--- src/hw/paic_pkg.sv ---
// package: register map, field layout and timing for the polled adc card port
// Operation
// - card decodes sixteen ports from its base
// - offset 4 reads result low byte
// - offset 5 reads high nibble plus flag
// - flag is one while converting, then zero
// - result is twelve bit straight binary
// - offset 9 write sets two bit gain
// - offset 10 write sets five bit channel
// - host selects channel, then waits 5 us
// - offset 12 write starts one conversion
// - host waits 20 us before polling
// - host polls flag until it reads zero
// - host reads high byte, then low byte
// - six switch bits match address a9..a4
// - conversion keeps busy about 25 us
package paic_pkg;
  localparam int CLK_MHZ = 50;
  localparam logic [3:0] OFS_RES_LO = 4'h4;
  localparam logic [3:0] OFS_RES_HI = 4'h5;
  localparam logic [3:0] OFS_GAIN = 4'h9;
  localparam logic [3:0] OFS_CHAN = 4'ha;
  localparam logic [3:0] OFS_TRIG = 4'hc;
  localparam int BUSY_BIT = 4;
  localparam int CONV_US = 25;
  localparam int SETTLE_US = 5;
  localparam int POLL_WAIT_US = 20;
  localparam int CONV_CYC = CONV_US * CLK_MHZ;
  localparam int SETTLE_CYC = SETTLE_US * CLK_MHZ;
  localparam int POLL_CYC = POLL_WAIT_US * CLK_MHZ;
  // controller register offsets
  localparam logic [2:0] CR_CTRL = 3'h0;
  localparam logic [2:0] CR_CHAN = 3'h1;
  localparam logic [2:0] CR_GAIN = 3'h2;
  localparam logic [2:0] CR_RESULT = 3'h3;
  localparam logic [2:0] CR_STAT = 3'h4;
  localparam logic [2:0] CR_IRQ_ST = 3'h5;
  localparam logic [2:0] CR_IRQ_MASK = 3'h6;
  localparam logic [2:0] CR_BASE = 3'h7;
  localparam logic [5:0] BASE_RST = 6'h22;
  function automatic logic [10:0] cyc_to_cnt(input int n);
    return n[10:0];
  endfunction
endpackage

--- src/hw/paic_if.sv ---
// interface: host i/o bus between controller and card
`timescale 1ns/1ps
interface paic_if;
  logic [9:0] addr;
  logic [7:0] wdata;
  logic wr;
  logic rd;
  logic [7:0] rdata;
  logic rvalid;
  modport card (input addr, input wdata, input wr, input rd, output rdata, output rvalid);
  modport host (output addr, output wdata, output wr, output rd, input rdata, input rvalid);
endinterface

--- src/hw/paic_host.sv ---
// host end: register port drives select, trigger, poll and read sequence
//
// The implementer's own choice: the address-and-strobe port.
`timescale 1ns/1ps
module paic_host
  import paic_pkg::*;
(
  input wire logic clk, // 50 mhz
  input wire logic rstn, // sync reset, low
  input wire logic [2:0] reg_addr, // register address
  input wire logic [15:0] reg_wdata, // write data
  input wire logic reg_wr, // write strobe
  input wire logic reg_rd, // read strobe
  output logic [15:0] reg_rdata, // read data, next cycle
  output logic irq, // level interrupt
  paic_if.host bus // card i/o bus
);
  typedef enum logic [3:0] {
    S_IDLE = 4'b0000, S_WGAIN = 4'b0001, S_WCHAN = 4'b0010, S_SETTLE = 4'b0011,
    S_TRIG = 4'b0100, S_WAIT = 4'b0101, S_POLL = 4'b0110, S_PWAIT = 4'b0111,
    S_RDHI = 4'b1000, S_HWAIT = 4'b1001, S_RDLO = 4'b1010, S_LWAIT = 4'b1011
  } paic_state_t;
  paic_state_t st_r, st_nxt;
  logic [4:0] chan_r;
  logic [1:0] gain_r;
  logic [5:0] base_r;
  logic [11:0] res_r;
  logic [3:0] hi_r;
  logic [10:0] cnt_r;
  logic [1:0] ist_r, imask_r;
  logic [15:0] rdata_r;
  logic irq_r;
  logic [9:0] addr_r;
  logic [7:0] wdata_r;
  logic wr_r, rd_r;
  wire go = reg_wr && reg_addr == CR_CTRL && reg_wdata[0] && st_r == S_IDLE;
  wire cnt_zero = cnt_r == 11'h000;
  wire done_ev = st_r == S_LWAIT && bus.rvalid;
  wire poll_ev = st_r == S_PWAIT && bus.rvalid;
  wire [1:0] ev = {done_ev, go};
  // next state
  always_comb begin
    st_nxt = st_r;
    unique case (st_r)
      S_IDLE: if (go) st_nxt = S_WGAIN;
      S_WGAIN: st_nxt = S_WCHAN;
      S_WCHAN: st_nxt = S_SETTLE;
      S_SETTLE: if (cnt_zero) st_nxt = S_TRIG;
      S_TRIG: st_nxt = S_WAIT;
      S_WAIT: if (cnt_zero) st_nxt = S_POLL;
      S_POLL: st_nxt = S_PWAIT;
      S_PWAIT: if (bus.rvalid) st_nxt = bus.rdata[BUSY_BIT] ? S_POLL : S_RDHI;
      S_RDHI: st_nxt = S_HWAIT;
      S_HWAIT: if (bus.rvalid) st_nxt = S_RDLO;
      S_RDLO: st_nxt = S_LWAIT;
      S_LWAIT: if (bus.rvalid) st_nxt = S_IDLE;
      default: st_nxt = S_IDLE;
    endcase
  end
  // bus cycle for this state
  wire [3:0] ofs_nxt = (st_nxt == S_WGAIN) ? OFS_GAIN : (st_nxt == S_WCHAN) ? OFS_CHAN :
                       (st_nxt == S_TRIG) ? OFS_TRIG :
                       (st_nxt == S_RDLO) ? OFS_RES_LO : OFS_RES_HI;
  wire wr_nxt = st_nxt == S_WGAIN || st_nxt == S_WCHAN || st_nxt == S_TRIG;
  wire rd_nxt = st_nxt == S_POLL || st_nxt == S_RDHI || st_nxt == S_RDLO;
  wire [7:0] wd_nxt = (st_nxt == S_WGAIN) ? {6'h00, gain_r} : {3'h0, chan_r};
  // sequencer and bus drive
  always_ff @(posedge clk) begin
    if (!rstn) begin
      st_r <= S_IDLE;
      cnt_r <= 11'h000;
      addr_r <= 10'h000;
      wdata_r <= 8'h00;
      wr_r <= 1'b0;
      rd_r <= 1'b0;
    end else begin
      st_r <= st_nxt;
      addr_r <= {base_r, ofs_nxt};
      wdata_r <= wd_nxt;
      wr_r <= wr_nxt;
      rd_r <= rd_nxt;
      if (st_nxt == S_SETTLE && st_r != S_SETTLE) cnt_r <= cyc_to_cnt(SETTLE_CYC - 1);
      else if (st_nxt == S_WAIT && st_r != S_WAIT) cnt_r <= cyc_to_cnt(POLL_CYC - 1);
      else if (!cnt_zero) cnt_r <= cnt_r - 11'h001;
    end
  end
  // captured result bytes
  always_ff @(posedge clk) begin
    if (!rstn) begin
      hi_r <= 4'h0;
      res_r <= 12'h000;
    end else begin
      if (st_r == S_HWAIT && bus.rvalid) hi_r <= bus.rdata[3:0];
      if (done_ev) res_r <= {hi_r, bus.rdata};
    end
  end
  // software registers and interrupt
  always_ff @(posedge clk) begin
    if (!rstn) begin
      chan_r <= 5'h00;
      gain_r <= 2'h0;
      base_r <= BASE_RST;
      imask_r <= 2'h0;
      ist_r <= 2'h0;
      rdata_r <= 16'h0000;
      irq_r <= 1'b0;
    end else begin
      if (reg_wr && reg_addr == CR_CHAN) chan_r <= reg_wdata[4:0];
      if (reg_wr && reg_addr == CR_GAIN) gain_r <= reg_wdata[1:0];
      if (reg_wr && reg_addr == CR_BASE) base_r <= reg_wdata[5:0];
      if (reg_wr && reg_addr == CR_IRQ_MASK) imask_r <= reg_wdata[1:0];
      ist_r <= ev | (ist_r & ~((reg_wr && reg_addr == CR_IRQ_ST) ? reg_wdata[1:0] : 2'h0));
      irq_r <= |(ist_r & imask_r);
      if (reg_rd) begin
        unique case (reg_addr)
          CR_CHAN: rdata_r <= {11'h000, chan_r};
          CR_GAIN: rdata_r <= {14'h0000, gain_r};
          CR_RESULT: rdata_r <= {4'h0, res_r};
          CR_STAT: rdata_r <= {11'h000, poll_ev, st_r};
          CR_IRQ_ST: rdata_r <= {14'h0000, ist_r};
          CR_IRQ_MASK: rdata_r <= {14'h0000, imask_r};
          CR_BASE: rdata_r <= {10'h000, base_r};
          CR_CTRL: rdata_r <= {15'h0000, st_r != S_IDLE};
        endcase
      end else begin
        rdata_r <= 16'h0000;
      end
    end
  end
  assign bus.addr = addr_r;
  assign bus.wdata = wdata_r;
  assign bus.wr = wr_r;
  assign bus.rd = rd_r;
  assign reg_rdata = rdata_r;
  assign irq = irq_r;
endmodule // paic_host

--- src/flat_wrapper.sv ---
// flat-port wrapper written by rule: the top's interface ports become plain ports
module paic_host_flat import paic_pkg::*;
  (clk, rstn, reg_addr, reg_wdata, reg_wr, reg_rd, reg_rdata, irq, bus_addr, bus_wdata, bus_wr, bus_rd, bus_rdata, bus_rvalid);
  paic_if bus_i ();
  input wire logic clk;
  input wire logic rstn;
  input wire logic [2:0] reg_addr;
  input wire logic [15:0] reg_wdata;
  input wire logic reg_wr;
  input wire logic reg_rd;
  output logic [15:0] reg_rdata;
  output logic irq;
  output wire logic [$bits(bus_i.addr)-1:0] bus_addr;
  output wire logic [$bits(bus_i.wdata)-1:0] bus_wdata;
  output wire logic [$bits(bus_i.wr)-1:0] bus_wr;
  output wire logic [$bits(bus_i.rd)-1:0] bus_rd;
  input wire logic [$bits(bus_i.rdata)-1:0] bus_rdata;
  input wire logic [$bits(bus_i.rvalid)-1:0] bus_rvalid;
  assign bus_addr = bus_i.addr;
  assign bus_wdata = bus_i.wdata;
  assign bus_wr = bus_i.wr;
  assign bus_rd = bus_i.rd;
  assign bus_i.rdata = bus_rdata;
  assign bus_i.rvalid = bus_rvalid;
  paic_host u_core (.clk(clk), .rstn(rstn), .reg_addr(reg_addr), .reg_wdata(reg_wdata), .reg_wr(reg_wr), .reg_rd(reg_rd), .reg_rdata(reg_rdata), .irq(irq), .bus(bus_i));
endmodule
--- config.mk ---
export PLATFORM = sky130hd
export DESIGN_NAME = paic_host_flat
export DESIGN_NICKNAME = d
export VERILOG_FILES = /design/src/hw/paic_pkg.sv /design/src/hw/paic_if.sv /design/src/hw/paic_host.sv /design/src/flat_wrapper.sv
export SDC_FILE = /design/constraint.sdc
export NUM_CORES = 1
export LEC_CHECK = 0
export ABC_AREA = 1
export BUFFER_PORTS_ARGS = -buffer_cell sky130_fd_sc_hd__buf_2
export CELL_PAD_IN_SITES_DETAIL_PLACEMENT = 0
export CELL_PAD_IN_SITES_GLOBAL_PLACEMENT = 1
export CORE_MARGIN = 2
export CORE_UTILIZATION = 39
export DETAILED_ROUTE_END_ITERATION = 8
export PLACE_DENSITY_LB_ADDON = 0.1
export SYNTH_ARGS = -nofsm -noshare
export SYNTH_HDL_FRONTEND = slang
export SYNTH_SLANG_ARGS = --single-unit
--- constraint.sdc ---
create_clock -name clk -period 1.8 [get_ports clk]
set_input_delay 0.18 -clock clk [delete_from_list [all_inputs] [get_ports clk]]
set_output_delay 0.18 -clock clk [all_outputs]
set_load 0.01 [all_outputs]
---- Yosys cells after proc, flatten, opt, wreduce, memory -nomap -nowiden ----
Index checks and enable logic that the tools add are counted.
word-level totals
  flip-flop bits (word level) ............. 85
  bits of input ports ..................... 32
  output and inout port bits .............. 37
  word-level logic and storage cells ...... 101
cells by class
  add/sub/neg operators ................... 1
  eq/ne operators ......................... 30
  muxes and demuxes ....................... 18
  bitwise logic cells ..................... 5
  reductions and logical operators ........ 27
operators by type and width
  operator                 number
  $pmux W16 S8             1
  $pmux W4 S12             1
  $mux W4                  10
  $eq A4 B3 Y1 const B     7
  $eq A4 B4 Y1 const B     6
  $mux W10                 2
  $eq A4 B2 Y1 const B     4
  $logic_and A1 B1 Y1      13
  $eq A3 B3 Y1 const B     4
  $logic_not A11 Y1        1
  $sub A11 B1 Y11 const B  1
  $eq A4 B1 Y1 const B     2
  $mux W8                  1
  $eq A3 B2 Y1 const B     2
  $reduce_or A2 Y1         3
  $reduce_or A3 Y1         2
  $and A2 B2 Y2            2
  $logic_not A4 Y1         1
  $logic_or A1 B1 Y1       4
  $mux W2                  2
  $ne A4 B2 Y1 const B     1
  $ne A4 B3 Y1 const B     1
  $reduce_bool A4 Y1       1
  $eq A3 B1 Y1 const B     1
  8 further kinds          8

---- Logic depth before layout (Yosys ltp) ----
  depth in word-level cells ............... 11
  gate-level depth with buffers ........... 11
  mapped depth without buffers ............ 11

---- Worst setup path before layout ----
No wires, ideal clock.
  path kind ............................... register to register
  from .................................... reg u_core.cnt_r[0]
  to ...................................... reg u_core.rd_r (netlist: u_core.bus.rd)
  setup time .............................. 0.113 ns
  arrival ................................. 1.298 ns
  required time ........................... 1.687 ns
  setup slack ............................. 0.389 ns
  cell stages (with the launch flop) ...... 12
  buffers on the path ..................... 0
  period minus slack after synthesis ...... 1.411 ns
  path through ............................ dfxtp_1 -> inv_1 -> ha_1 -> inv_1 -> nor2_1 -> nand3_1 -> nor2_4 -> nand3_2 -> nand2_1 -> inv_1 -> nor2_1 -> nor2_1
on the way
  cells in the longest elaborated chain, start to end .. 6
  elaborated cells between the ends (all ways) .. 9
  those cells by class .................... eq/ne: 3; mux: 3; reduce/logical: 3
ends and longest elaborated chain
  item                                                 line                              source
  start, declared                                      paic_host.sv:29                   logic [10:0] cnt_r;
  start signal, assigned                               paic_host.sv:82                   if (st_nxt == S_SETTLE && st_r != S_SETTLE) cnt_r <= cyc_to_cnt(SETTLE_CYC - 1);
  start signal, assigned                               paic_host.sv:83                   else if (st_nxt == S_WAIT && st_r != S_WAIT) cnt_r <= cyc_to_cnt(POLL_CYC - 1);
  start signal, assigned                               paic_host.sv:84                   else if (!cnt_zero) cnt_r <= cnt_r - 11'h001;
  $logic_not A11 Y1 *                                  paic_host.sv:37                   wire cnt_zero = cnt_r == 11'h000;
  $mux W4, on equally long branches                    paic_host.sv:50, paic_host.sv:48
  $pmux W4 S12 *                                       paic_host.sv:44                   unique case (st_r)
  $eq A4 B3 Y1 / $eq A4 B4 Y1 (equally long branches)  paic_host.sv:65                   wire rd_nxt = st_nxt == S_POLL || st_nxt == S_RDHI || st_nxt == S_RDLO;
  $logic_or A1 B1 Y1                                   paic_host.sv:65
  $logic_or A1 B1 Y1 *                                 paic_host.sv:65
  end signal, assigned                                 paic_host.sv:81                   rd_r <= rd_nxt;
  end, declared                                        paic_host.sv:35                   logic wr_r, rd_r;
Mark *: on every way between the ends. The rest lies on a longest branch, timed or not.
A chain may end at the register's enable or synchronous reset.

---- Final worst setup path ----
Ends and elaborated chain as after synthesis.

==> impl_metrics.yaml <==
finish:
  layout-drive-gt1-share: 0.187
  fillers: 871
  antenna_cells: 0
  synthToLayoutAreaGrowth_pct: 17.0
  fin_util: 0.468
  stdcell_area_sq_mm: 0.00381
  final_nets: 533
route:
  dr.pass1.iters: 4
  drtAntennaViolNets: 0
  drc: 0
  wl_per_cell_um: 13.2
  drt-total-wl_um: 8040
  num_vias: 2888
  drtIter0Drc: 118
  via_per_inst: 4.75
floorplanning:
  dieHeight_um: 95.4
  ioPinCount: 69
  die_x_um: 95.4
  die_area_sq_mm: 0.00909
  rows: 33
  initial_core_util: 0.400
  core_area_sq_mm: 0.00813
timing:
  timing.fmax_mhz: 608
  maxSlewViolCount: 0
  tightestPinTransition_ps: 530
  fin_worst_skew_ps: 6.56
  relSlewSlack: 0.646
  period_share: 0.914
  fin_ws_ps: 155
  hold_viol_final: 0
  setup_viol_count_final: 0
  setup_tns_ps: 0
  min_period_ps: 1640
setup_path:
  start_kind: "flop"
  reg2regPathDepth: 11
  rr_startpoint: "u_core.cnt_r[0]$_SDFFE_PN0P_"
  ff2ff_setup_slack_ps: 160
  critPathArrivalTime_ps: 1890
  critPathRequiredTime_ps: 2040
  cp-end-kind: "flop"
  r2r_end: "u_core.bus.rd$_SDFF_PN0_"
  crit_type: "flop to flop"
  cp_max_fo: 8
clock_network:
  clk_latency_ps: 350
  cts_tree: "done"
  h-tree-depth: 3
  cts.sinks: 78
  cts-root-buf: "clkbuf_8"
  cts_buffers: 9
  clockBufferDepth: 2
  clk_pin_slew_worst_paths_ps: 80
logic_synthesis:
  ys_async_sr_fraction: 0
  synth_cells: 440
  yosys.area.top_type: "dfxtp_1"
  ys_ff_latch: 78
  synth_area_leaders: "dfxtp_1 (48%), nand2_1 (7.6%), nor2_1 (7.2%)"
  synth.top_cell.area_share: 0.480
  ys_seq_area_frac: 0.480
  synthFlopType: "dfxtp_1"
  yosysUniqueCellTypes: 32
  synth_area_sq_mm: 0.00325
  synth_edf_count: 0
  synth_area_per_cell_sq_um: 7.40
  synth_warnings: 0
grt:
  grt_pass1_wl_um: 12800
  grtUsageMet2: 0.293
  grt_util_met3: 0.0372
  grt_max_degree: 40
  grt-ovfl-total: 0
  antenna_found_initial: 0
  grtUsageMet1: 0.252
  grt_pass1_vias: 2668
  top_usage_layer: "met2"
  grt_usage: 0.187
min_path:
  hold_class: "input pin to flop"
  whs_endpoint: "u_core.base_r[5]$_SDFFE_PN1P_"
  worstHoldStart: "reg_wdata[5]"
  hold-path-cell-count: 3
placement:
  placed_area_sq_mm: 0.00359
  hpwlAfterDp_um: 5960
  gp_congestion: 0.813
  dp_slack_ps: 183
  port_buffers: 51
run:
  drv_cap: 0
power_and_ir_drop:
  pwr_density_cell_mw_per_mm2: 1080
  p_leak_nw: 1.76
  vdd_drop_max_uv: 568
run_status:
  outcome: "complete, no violations"
-- through the flow --
stage	power (mW)	instances	hold WS, ps
floorplan	2.58	446	306
global placement	2.76	590	397
detailed placement	2.77	590	401
CTS	4.09	605	31.3
global route	4.35	608	50.1
finish	4.10	608	42.2
-- flip-flops by register name, summed over array words and instances (netlist names) --
register	count
u_core.hi_r	4
u_core.chan_r	5
u_core.bus.rd	1
u_core.cnt_r	11
u_core.bus.wr	1
u_core.base_r	6
u_core.reg_rdata	12
u_core.imask_r	2
u_core.bus.wdata	5
u_core.st_r	4
u_core.irq	1
u_core.ist_r	2
u_core.bus.addr	10
u_core.res_r	12
u_core.gain_r	2
-- routing by layer --
metal / up-vias / part of all wire
met2: 58 / 0.45
met4: 0 / 0.017
met3: 12 / 0.035
met1: 1304 / 0.50
li1: 1514 / -
met5: - / 0
-- worst max-delay path, stage by stage, from the launching register on --
cell	delay [ps]
dfxtp_1	320
inv_1	130
ha_1	170
inv_1	40
nor2_1	80
nand3_1	110
nor2_4	250
nand3_2	170
nand2_1	90
inv_1	50
nor2_1	90
nor2_1	50
-- kinds of logic after synthesis --
group                      after synthesis  share of synthesized area
adders and majority gates                2                    0.00769
AOI/OAI and AO/OA                       93                      0.153
and+or+nand+nor                        180                      0.241
DFF                                     78                      0.480
xor gates and xnor gates                 3                    0.00808
buffers and inverters                   83                      0.109
other                                    1                    0.00115
-- cell type report --
| class | count | area, sq um | share of cell area |
|---|---|---|---|
| flip-flops and latches | 78 | 1560 | 0.410 |
| multi-input cells | 285 | 1360 | 0.357 |
| repair buffers | 58 | 308 | 0.0808 |
| inverters | 67 | 251 | 0.0660 |
| clock buffers | 10 | 138 | 0.0361 |
| well taps | 105 | 131 | 0.0345 |
| clock inverters | 5 | 58.8 | 0.0154 |
-- worst max-delay path by stage --
stage,start,to,depth (start not counted)
after global routing,u_core.cnt_r[0]$_SDFFE_PN0P_,u_core.bus.rd$_SDFF_PN0_,11
after CTS,u_core.cnt_r[0]$_SDFFE_PN0P_,u_core.bus.rd$_SDFF_PN0_,11
final,u_core.cnt_r[0]$_SDFFE_PN0P_,u_core.bus.rd$_SDFF_PN0_,11
after floorplan,u_core.cnt_r[0]$_SDFFE_PN0P_,u_core.bus.rd$_SDFF_PN0_,11
after detailed placement,u_core.cnt_r[0]$_SDFFE_PN0P_,u_core.bus.rd$_SDFF_PN0_,11
after global placement,u_core.cnt_r[0]$_SDFFE_PN0P_,u_core.bus.rd$_SDFF_PN0_,11
-- what timing repair did --
item,CTS,global route
resized for setup,0,0
hold buffers,0,0
buffers inserted,0,3
endpoints found under the setup margin,0,1
-- where the power goes --
group	switching [mW]	internal, mW	leakage [nW]
clock	0.642	0.673	0.0948
combinational	0.527	0.349	1.04
sequential	0.0760	1.83	0.634
total	1.25	2.85	1.76
-- placed cells by master, fill, tap and decap left out, drive strengths merged, types with 3 or more instances in the layout --
cell / instances
nand3: 29
a211oi: 3
buf: 58
o21ai: 36
dfxtp: 78
nor2: 70
nor3: 9
a31oi: 5
o22ai: 6
nand2: 68
conb: 7
inv: 68
a21oi: 40
clkbuf: 10
-- synth_stat cells (3+ instances only) --
cell,instances
o21ai_0,36
nor3_1,8
nor2_2,5
a31oi_1,5
o22ai_1,6
inv_1,59
dfxtp_1,78
a211oi_1,3
nor2_4,3
nor2_1,62
inv_2,8
clkbuf_1,5
buf_4,7
nand2_1,66
nand3_1,28
a21oi_1,40
Power figures use the tool's default switching activity.
